File: src/mts_map.svh
// Register offsets, field positions and reset values of the transmit
// status and interrupt mask block.
// Assumes a byte-addressed register port with one 32-bit word per register.
`ifndef MTS_MAP_SVH
`define MTS_MAP_SVH

// ****************************************************************
// Register offsets
// ****************************************************************
`define MTS_ADDR_TSR 8'h14
`define MTS_ADDR_ISR 8'h24
`define MTS_ADDR_IER 8'h28
`define MTS_ADDR_IDR 8'h2c
`define MTS_ADDR_IMR 8'h30

// ****************************************************************
// Transmit status fields
// ****************************************************************
`define MTS_TSR_W 7
`define MTS_TSR_USED_BIT 0
`define MTS_TSR_COLL_BIT 1
`define MTS_TSR_RETRY_BIT 2
`define MTS_TSR_ACTIVE_BIT 3
`define MTS_TSR_EXH_BIT 4
`define MTS_TSR_DONE_BIT 5
`define MTS_TSR_URUN_BIT 6
`define MTS_TSR_STICKY_MASK 7'h77
`define MTS_TSR_RESET 7'h00

// ****************************************************************
// Interrupt source fields
// ****************************************************************
`define MTS_IRQ_W 14
`define MTS_IRQ_MGMT_BIT 0
`define MTS_IRQ_RXDONE_BIT 1
`define MTS_IRQ_RXUSED_BIT 2
`define MTS_IRQ_TXUSED_BIT 3
`define MTS_IRQ_TXURUN_BIT 4
`define MTS_IRQ_RETRY_BIT 5
`define MTS_IRQ_TXEXH_BIT 6
`define MTS_IRQ_TXDONE_BIT 7
`define MTS_IRQ_RXOVR_BIT 10
`define MTS_IRQ_BUSERR_BIT 11
`define MTS_IRQ_PAUSERX_BIT 12
`define MTS_IRQ_PAUSEZERO_BIT 13
`define MTS_IRQ_VALID_MASK 14'h3cff
`define MTS_ISR_RESET 14'h0000
`define MTS_IMR_RESET 14'h3cff

// ****************************************************************
// Bus widths
// ****************************************************************
`define MTS_DATA_W 32
`define MTS_RDATA_RESET 32'h0000_0000

`endif

File: src/mts_pkg.sv
// Types shared by the transmit status and interrupt mask block.
// Assumes the constants of mts_map.svh.
`default_nettype none
`include "mts_map.svh"

package mts_pkg;

  // ****************************************************************
  // Event carriers
  // ****************************************************************
  typedef struct packed {
    logic used_bit_read;
    logic collision;
    logic retry_limit;
    logic exhausted;
    logic frame_done;
    logic grant_late;
    logic hresp_error;
    logic used_mid_frame;
  } mts_tx_evt_t;

  typedef struct packed {
    logic mgmt_done;
    logic rx_done;
    logic rx_used_bit;
    logic rx_overrun;
    logic bus_error;
    logic pause_rx;
    logic pause_zero;
  } mts_other_evt_t;

  // ****************************************************************
  // Transmit path controls
  // ****************************************************************
  typedef struct packed {
    logic abort;
    logic fcs_corrupt;
    logic tx_er;
  } mts_tx_ctl_t;

  // ****************************************************************
  // Top-level state
  // ****************************************************************
  typedef struct packed {
    logic [`MTS_IRQ_W-1:0] imr;
    logic [`MTS_DATA_W-1:0] rdata;
    logic err_hold;
    logic corrupt_hold;
    logic abort;
    logic irq;
  } mts_state_t;

endpackage : mts_pkg

`default_nettype wire

File: src/mts_sticky_flags.sv
// Bank of sticky flags: hardware sets, write-one clears.
// Assumes set and clear come from logic on the same clock.
`timescale 1ns/1ps
`default_nettype none

module mts_sticky_flags #(
  parameter int W = 8,
  parameter logic [W-1:0] RESET_VAL = '0
) (
  input wire logic I_CLK_SYS,
  input wire logic I_SYS_RST,
  input wire logic [W-1:0] i_set,
  input wire logic [W-1:0] i_clr,
  output logic [W-1:0] o_flags
);

  typedef struct packed {
    logic [W-1:0] flags;
  } mts_flag_state_t;

  mts_flag_state_t st_r;
  mts_flag_state_t st_nxt;

  if (W < 1) begin : g_bad_w
    $error("mts_sticky_flags: W must be at least 1");
  end

  // ****************************************************************
  // Per-bit update: the set wins over a clear in the same cycle
  // ****************************************************************
  for (genvar b = 0; b < W; b++) begin : g_bit
    always_comb begin
      st_nxt.flags[b] = i_set[b] | (st_r.flags[b] & ~i_clr[b]);
    end
  end

  always_ff @(posedge I_CLK_SYS) begin
    if (I_SYS_RST) begin
      st_r.flags <= RESET_VAL;
    end else begin
      st_r <= st_nxt;
    end
  end

  assign o_flags = st_r.flags;

endmodule // mts_sticky_flags

`default_nettype wire

File: src/mts_tx_status.sv
// Transmit status and interrupt mask block of the Ethernet MAC.
// Assumes the transmit DMA and transmit path run on I_CLK_SYS and present
// their events as one-cycle pulses; the register port never waits.
`timescale 1ns/1ps
`default_nettype none
`include "mts_map.svh"

module mts_tx_status #(
  parameter int ADDR_W = 8
) (
  input wire logic I_CLK_SYS,
  input wire logic I_SYS_RST,
  input wire logic [ADDR_W-1:0] I_ADDR,
  input wire logic [`MTS_DATA_W-1:0] I_WDATA,
  input wire logic I_WR,
  input wire logic I_RD,
  output logic [`MTS_DATA_W-1:0] O_RDATA,
  input wire mts_pkg::mts_tx_evt_t I_TX_EVT,
  input wire mts_pkg::mts_other_evt_t I_OTHER_EVT,
  input wire logic I_TX_ACTIVE,
  output mts_pkg::mts_tx_ctl_t O_TX_CTL,
  output logic O_IRQ
);

  if (ADDR_W < 6 || ADDR_W > 8) begin : g_bad_addr
    $error("mts_tx_status: ADDR_W must be 6 to 8");
  end

  // ****************************************************************
  // Declarations
  // ****************************************************************
  mts_pkg::mts_state_t st_r;
  mts_pkg::mts_state_t st_nxt;

  logic [7:0] addr_full;
  logic wr_tsr;
  logic wr_isr;
  logic wr_ier;
  logic wr_idr;
  logic underrun_evt;
  logic exhausted_evt;

  logic [`MTS_TSR_W-1:0] tsr_set;
  logic [`MTS_TSR_W-1:0] tsr_clr;
  logic [`MTS_TSR_W-1:0] tsr_flags;
  logic [`MTS_TSR_W-1:0] tsr_view;

  logic [`MTS_IRQ_W-1:0] isr_set;
  logic [`MTS_IRQ_W-1:0] isr_clr;
  logic [`MTS_IRQ_W-1:0] isr_flags;

  // ****************************************************************
  // Address decode
  // ****************************************************************
  always_comb begin
    addr_full = 8'h00;
    addr_full[ADDR_W-1:0] = I_ADDR;
  end

  assign wr_tsr = I_WR && (addr_full == `MTS_ADDR_TSR);
  assign wr_isr = I_WR && (addr_full == `MTS_ADDR_ISR);
  assign wr_ier = I_WR && (addr_full == `MTS_ADDR_IER);
  assign wr_idr = I_WR && (addr_full == `MTS_ADDR_IDR);

  // ****************************************************************
  // Transmit events
  // ****************************************************************
  assign underrun_evt = I_TX_EVT.grant_late
                      | I_TX_EVT.hresp_error
                      | I_TX_EVT.used_mid_frame;

  // Exhaustion only matters while a frame is on the wire
  assign exhausted_evt = I_TX_EVT.exhausted & I_TX_ACTIVE;

  always_comb begin
    tsr_set = `MTS_TSR_RESET;
    tsr_set[`MTS_TSR_USED_BIT] = I_TX_EVT.used_bit_read;
    tsr_set[`MTS_TSR_COLL_BIT] = I_TX_EVT.collision;
    tsr_set[`MTS_TSR_RETRY_BIT] = I_TX_EVT.retry_limit;
    tsr_set[`MTS_TSR_EXH_BIT] = exhausted_evt;
    tsr_set[`MTS_TSR_DONE_BIT] = I_TX_EVT.frame_done;
    tsr_set[`MTS_TSR_URUN_BIT] = underrun_evt;
  end

  // Only a written one clears, and only at a sticky position
  always_comb begin
    tsr_clr = `MTS_TSR_RESET;
    if (wr_tsr) begin
      tsr_clr = I_WDATA[`MTS_TSR_W-1:0] & `MTS_TSR_STICKY_MASK;
    end
  end

  // Write data never reaches the set side of the flags
  mts_sticky_flags #(
    .W(`MTS_TSR_W),
    .RESET_VAL(`MTS_TSR_RESET)
  ) u_tsr_flags (
    .I_CLK_SYS(I_CLK_SYS),
    .I_SYS_RST(I_SYS_RST),
    .i_set(tsr_set),
    .i_clr(tsr_clr),
    .o_flags(tsr_flags)
  );

  // Live activity replaces the unused sticky slot
  always_comb begin
    tsr_view = tsr_flags;
    tsr_view[`MTS_TSR_ACTIVE_BIT] = I_TX_ACTIVE;
  end

  // ****************************************************************
  // Interrupt sources
  // ****************************************************************
  always_comb begin
    isr_set = `MTS_ISR_RESET;
    isr_set[`MTS_IRQ_MGMT_BIT] = I_OTHER_EVT.mgmt_done;
    isr_set[`MTS_IRQ_RXDONE_BIT] = I_OTHER_EVT.rx_done;
    isr_set[`MTS_IRQ_RXUSED_BIT] = I_OTHER_EVT.rx_used_bit;
    isr_set[`MTS_IRQ_TXUSED_BIT] = I_TX_EVT.used_bit_read;
    isr_set[`MTS_IRQ_TXURUN_BIT] = underrun_evt;
    isr_set[`MTS_IRQ_RETRY_BIT] = I_TX_EVT.retry_limit;
    isr_set[`MTS_IRQ_TXEXH_BIT] = exhausted_evt;
    isr_set[`MTS_IRQ_TXDONE_BIT] = I_TX_EVT.frame_done;
    isr_set[`MTS_IRQ_RXOVR_BIT] = I_OTHER_EVT.rx_overrun;
    isr_set[`MTS_IRQ_BUSERR_BIT] = I_OTHER_EVT.bus_error;
    isr_set[`MTS_IRQ_PAUSERX_BIT] = I_OTHER_EVT.pause_rx;
    isr_set[`MTS_IRQ_PAUSEZERO_BIT] = I_OTHER_EVT.pause_zero;
  end

  always_comb begin
    isr_clr = `MTS_ISR_RESET;
    if (wr_isr) begin
      isr_clr = I_WDATA[`MTS_IRQ_W-1:0] & `MTS_IRQ_VALID_MASK;
    end
  end

  mts_sticky_flags #(
    .W(`MTS_IRQ_W),
    .RESET_VAL(`MTS_ISR_RESET)
  ) u_isr_flags (
    .I_CLK_SYS(I_CLK_SYS),
    .I_SYS_RST(I_SYS_RST),
    .i_set(isr_set),
    .i_clr(isr_clr),
    .o_flags(isr_flags)
  );

  // ****************************************************************
  // Next state
  // ****************************************************************
  always_comb begin
    st_nxt = st_r;

    // Mask: enable writes clear mask bits, disable writes set them
    if (wr_ier) begin
      st_nxt.imr = st_r.imr
                 & ~(I_WDATA[`MTS_IRQ_W-1:0] & `MTS_IRQ_VALID_MASK);
    end else if (wr_idr) begin
      st_nxt.imr = st_r.imr
                 | (I_WDATA[`MTS_IRQ_W-1:0] & `MTS_IRQ_VALID_MASK);
    end

    // Read data stands for exactly one cycle after the strobe
    st_nxt.rdata = `MTS_RDATA_RESET;
    if (I_RD) begin
      unique case (addr_full)
        `MTS_ADDR_TSR: begin
          st_nxt.rdata[`MTS_TSR_W-1:0] = tsr_view;
        end
        `MTS_ADDR_ISR: begin
          st_nxt.rdata[`MTS_IRQ_W-1:0] = isr_flags;
        end
        `MTS_ADDR_IMR: begin
          st_nxt.rdata[`MTS_IRQ_W-1:0] = st_r.imr;
        end
        default: begin
          st_nxt.rdata = `MTS_RDATA_RESET;
        end
      endcase
    end

    // Exhaustion stops the frame and holds tx_er to its end
    st_nxt.abort = exhausted_evt;
    if (exhausted_evt) begin
      st_nxt.err_hold = 1'b1;
    end else if (!I_TX_ACTIVE) begin
      st_nxt.err_hold = 1'b0;
    end

    // Either fault poisons the CRC of the frame in flight
    if (exhausted_evt || (underrun_evt && I_TX_ACTIVE)) begin
      st_nxt.corrupt_hold = 1'b1;
    end else if (!I_TX_ACTIVE) begin
      st_nxt.corrupt_hold = 1'b0;
    end

    st_nxt.irq = |(isr_flags & ~st_r.imr);
  end

  // ****************************************************************
  // State register
  // ****************************************************************
  always_ff @(posedge I_CLK_SYS) begin
    if (I_SYS_RST) begin
      st_r.imr <= `MTS_IMR_RESET;
      st_r.rdata <= `MTS_RDATA_RESET;
      st_r.err_hold <= 1'b0;
      st_r.corrupt_hold <= 1'b0;
      st_r.abort <= 1'b0;
      st_r.irq <= 1'b0;
    end else begin
      st_r <= st_nxt;
    end
  end

  // ****************************************************************
  // Outputs
  // ****************************************************************
  assign O_RDATA = st_r.rdata;
  // One driver fills the whole control struct
  always_comb begin
    O_TX_CTL = '0;
    O_TX_CTL.abort = st_r.abort;
    O_TX_CTL.fcs_corrupt = st_r.corrupt_hold;
    O_TX_CTL.tx_er = st_r.err_hold;
  end
  assign O_IRQ = st_r.irq;

endmodule // mts_tx_status

`default_nettype wire

File: config.mk
export PLATFORM = sky130hd
export DESIGN_NAME = mts_tx_status
export DESIGN_NICKNAME = d
export VERILOG_FILES = /design/src/mts_pkg.sv /design/src/mts_sticky_flags.sv /design/src/mts_tx_status.sv
export VERILOG_INCLUDE_DIRS = /design/src /design/src/src
export SDC_FILE = /design/constraint.sdc
export NUM_CORES = 1
export LEC_CHECK = 0
export BUFFER_PORTS_ARGS = -buffer_cell sky130_fd_sc_hd__buf_2
export CORE_MARGIN = 3
export CORE_UTILIZATION = 48
export DETAILED_ROUTE_END_ITERATION = 12
export MAX_ROUTING_LAYER = met4
export PLACE_DENSITY = 0.86
export SLEW_MARGIN = 0
export SYNTH_ARGS = -nofsm -noshare
export SYNTH_HDL_FRONTEND = slang
export SYNTH_SLANG_ARGS = --single-unit
File: constraint.sdc
create_clock -name I_CLK_SYS -period 2.2 [get_ports I_CLK_SYS]
set_clock_uncertainty 0.1 [all_clocks]
set_input_delay 0.33 -clock I_CLK_SYS [delete_from_list [all_inputs] [get_ports I_CLK_SYS]]
set_output_delay 0.33 -clock I_CLK_SYS [all_outputs]
set_load 0.005 [all_outputs]
### Word level (Yosys, flattened, before mapping)

Cells that the tools add are included.

* flip-flop bits (word level): 71
* input bits: 60
* output and inout port bits: 36
* word-level logic and storage cells: 103

* eq/ne operators: 7
* muxes and demuxes: 9
* bitwise gates (word level): 69
* reductions and logical operators: 9

Operator list (count)
* 14-bit two-way mux: 3
* 8-bit by 6-bit equality test with 1-bit output, second input constant: 4
* 14-bit AND: 2
* 14-bit inverter: 2
* 1-bit AND: 22
* 1-bit inverter: 22
* 7-bit case mux with 3 select lines: 1
* 1-bit OR: 20
* 14-bit OR: 1
* 7-bit case mux with 2 select lines: 1
* 14-bit OR reduction: 1
* 8-bit by 5-bit equality test with 1-bit output, second input constant: 1
* 7-bit two-way mux: 1
* 1-bit logical AND: 5
* 2-bit by 1-bit != test with 1-bit output, second input constant: 2
* 1-bit two-way mux: 3
* 2-bit nonzero test: 1
* 2-bit OR reduction: 1
* 1-bit logical OR: 1

### Depth between registers and ports, before layout

* depth in word-level cells: 6
* mapped depth: 5
* depth with buffers taken out: 3

### Modules after synthesis

Synthesis repeated with hierarchy kept, for this count alone.

* cell total of the unflattened synthesis: 277
* area, all modules: 2478.6 µm²

By module, submodules not included
* mts_tx_status: instances 1, cells each 192, area an instance 1679.1 µm², sequential area each 600.6 µm²
* mts_sticky_flags at u_isr_flags: instances 1, cells each 57, area an instance 501.7 µm², sequential area each 280.3 µm²
* mts_sticky_flags at u_tsr_flags: instances 1, cells each 28, area an instance 297.8 µm², sequential area each 140.1 µm²

### Worst setup path before layout

OpenSTA, ideal clock, no wires.

* path kind: input -> register
* start: in I_ADDR[7]
* end: reg st_r (netlist bit O_RDATA[2])
* setup time: 80 ps
* arrival: 1549 ps
* data required time: 2020 ps
* path slack: 471 ps
* stages on the path: 3
* buffers on the path: 0
* cells stage by stage: or4_4 or4_4 a211oi_2

* longest elaborated chain between the ends: 2
* elaborated cells on any way between the ends: 4
* classes of those cells: eq/ne (3); mux (1)

Ends and longest elaborated chain
* start: declaration: line mts_tx_status.sv:13 `input wire logic [ADDR_W-1:0] I_ADDR,`
* 8-bit by 6-bit equality test with 1-bit output / 8-bit by 5-bit equality test with 1-bit output (equally long branches): line mts_tx_status.sv:166 `unique case (addr_full)`
* 7-bit case mux with 3 select lines (*): line mts_tx_status.sv:166
* end signal: assignment: line mts_tx_status.sv:212 `st_r <= st_nxt;`
* end: declaration: line mts_tx_status.sv:32 `mts_pkg::mts_state_t st_r;`

Every way passes the cells marked *; elsewhere a longest branch is shown, timed or not.
A chain may end at the register's enable or synchronous reset.

### Final worst setup path

Ends and elaborated chain as after synthesis.

==> results.md <==
- Static leakage: 0.00119 uW
- Die X: 77.1 microns
- Post-synthesis sequential area ratio: 38.0%
- Initial Util: approximately 50%
- Area Growth Syn to Fin: 10.1%
- Adder-cell share of the synthesized area: 0%
- Post-synth top flop: dfxtp_1
- Clk pin slew, worst setup/hold paths: about 80 ps
- Critical path arrival: ~1800 ps
- Vias in the first global route: between 1.5k and 2k
- WHS: about 170 ps
- Actual slew at the worst max-slew pin: approximately 580 ps
- #FFs+latches synth: between 40 and 50
- Status: finished clean
- Sequential share of power: 56.0%
- Dpl ws: ~190 ps
- DRC: 0
- Via count: between 2k and 2.5k
- Num Clock Sinks: 46
- Slew margin rel.: between 60% and 70%
- Crit path kind: input port to flop
- EDFF count, synth: 0
- PortBufs: 55
- Leading area contributor after synthesis: dfxtp_1
- Max Clock Freq: between 500 and 600 MHz
- Setup slack after layout: 496 ps
- Worst EP required: 2330 ps
- Max Buffers Root-to-Sink: 2
- Slew Limit Fails: 0
- Crit path cell chain: buf_2 -> or4_4 -> or4_4 -> a211oi_2
- Chip Height: roughly 77 microns
- Die ar.: just under 6000 sq um
- CTS Hold Bufs: 0
- Critical Path Start Type: input port
- Post-DRT Antenna Nets: 0
- Critical path's slowest cell: or4_4
- Rows: 25
- Antenna violations before repair: 0
- Largest family of logic cells by synthesized area: simple AND/OR/NAND/NOR gates
- Max Cap Viol: 0
- Synth Area in XOR/XNOR: 0.361%
- DRT Pass-1 Iters: 5
- Hpwl dp: between 4000 and 5000 microns
- IO Count: 96
- Final hold viol count: 0
- Wirelength per Cell: roughly 15 microns
- Tcrit/Tclk final: between 70% and 80%
- H-tree depth: 2
- Avg Synthesized Cell Area: 8.63 sq um
- Synth unique cells: 39
- Ys Warns: 0
- Gr usage total: 19.3%
- Vias per inst: about 5.5
- Power density over the cells: between 500 and 600 nW/um^2
- Post-CTS Repair Setup Buffers: 0
- CP peak stage delay: ~650 ps
- Global-route wire length before repair: around 9000 microns
- Area of the mapped netlist: about 2400 sq um
- Comb power frac: a little under an eighth
- Share of post-route cells with drive strength above 1: between 20% and 30%
- Mapped Cells: roughly 280
- GP Congestion: about 0.84
- Internal: between 1000 and 1500 uW
- Synth Area in Compound Gates: about 15%
- Switch Pwr: roughly 400 uW
- Post-synth ARST share: 0%
- Post-synthesis mux area share: under 10%
- Core ar.: 4820 sq um
- Sw Ratio: 26.3%
- Total grt overflow: 0
- TritonCTS clock tree: done
- CTS Buf Count: 5
- VDD IR max: around 330 uV
- Setup Viol. Count Final: 0
- CP endpoint kind: flop
- Post-cts sizing count: 0
- Top cell type's share of synthesized area: around 38%
- Worst-skew pair later-pin latency: 300 ps
- Min-delay worst type: input port to flop
- Ranking of synthesized cells by area: dfxtp_1, buf_4, nor2_1, mux2i_1, a211oi_1
- Nets: about 380
- Starting DRT DRC Count: 230
- Post-Route WL: ~5600 microns
- Crit path time final: around 1700 ps
- Simple-Gate Fraction of Synth Area: between 20% and 30%
- Fill count: between 400 and 500
- Clock power share: 32.4%
- Worst-path fanout max: 13
- CTS root buffer: clkbuf_8
- Ant. Diodes: 0
- Most numerous cell on the critical path: or4_4
- RSZ-0062 raised after global routing: no
- Largest net degree at the start of global routing: 29
- Setup_tns: 0 ps
-- path summary, 6_finish.rpt --
path / slack [ps] / startpoint / to / depth (start not counted)
worst min register to register: 370 / O_TX_CTL[0]$_SDFFE_PP0P_ / O_TX_CTL[0]$_SDFFE_PP0P_ / 2
worst min-delay path: 170 / I_TX_EVT[4] / O_TX_CTL[0]$_SDFFE_PP0P_ / 3
worst max register to register: 830 / u_isr_flags.o_flags[10]$_SDFF_PP0_ / O_IRQ$_SDFF_PP0_ / 3
worst max-delay path: 500 / I_ADDR[7] / O_RDATA[2]$_SDFF_PP0_ / 4
-- power by group through the flow --
stage	combinational, uW	sequential, uW	clock (uW)
after floorplan	134	890	0
after global placement	173	895	0
after detailed placement	177	896	0
after CTS	179	877	519
after global routing	200	881	557
final	181	878	508
-- placed cells by master, fill, tap and decap left out, types with 11 or more instances in the layout --
cell	Yosys	routed
dfxtp_1	46	46
conb_1	1	20
buf_2	1	55
nor2b_1	11	11
a211oi_1	16	16
nor2_1	41	41
mux2i_1	12	12
nand2_1	11	11
nand3b_1	14	14
nand3_1	18	18
-- cells by family after synthesis --
family	Yosys count
flops	46
simple gates	118
other cells	1
xor+xnor	1
compound gates	45
mux	12
buf+inv	58
-- synthesized netlist by cell type, types with 5 or more instances --
| library cell | n |
|---|---|
| dfxtp_1 | 46 |
| nor2_1 | 41 |
| buf_4 | 36 |
| nand3_1 | 18 |
| a211oi_1 | 16 |
| clkbuf_1 | 16 |
| nand3b_1 | 14 |
| mux2i_1 | 12 |
| nand2_1 | 11 |
| nor2b_1 | 11 |
| nand2b_1 | 8 |
| a211o_1 | 7 |
| a22o_1 | 5 |
| inv_1 | 5 |
-- per-stage QoR --
| stage | std cells | power [uW] | instance area (sq um) | utilization (%) |
|---|---|---|---|---|
| after global placement | 376 | 1070 | 2580 | 53.5 |
| after detailed placement | 376 | 1070 | 2580 | 53.5 |
| after floorplan | 300 | 1020 | 2500 | - |
| after global routing | 384 | 1640 | 2670 | 55.4 |
| after CTS | 384 | 1570 | 2670 | 55.4 |
| final | 384 | 1570 | 2670 | 55.4 |
-- worst max-delay path, delay by kind of cell --
family | cells | cell delay [ps]
buffers and inverters | 1 | 110
AOI/OAI and AO/OA | 1 | 220
and+or+nand+nor | 2 | 1170
-- routing by layer --
| layer | share of wire, % | track usage, % | vias up |
|---|---|---|---|
| li1 | - | - | 1008 |
| met4 | 1.3 | 6.94 | 0 |
| met1 | 39 | 23.7 | 968 |
| met5 | 0 | - | - |
| met3 | 9.5 | 3.76 | 9 |
| met2 | 50 | 31.4 | 111 |
-- area by class of cell --
cell class | instances | area [sq um] | area share (%)
clock buffer | 5 | 68.8 | 2.58
sequential | 46 | 921 | 34.5
inverter | 5 | 18.8 | 0.703
tap | 67 | 83.8 | 3.14
clock inverter | 3 | 21.3 | 0.797
timing repair buffer | 62 | 328 | 12.3
multi-input combinational | 196 | 1230 | 46.0
(Power assumes the default switching activity.)
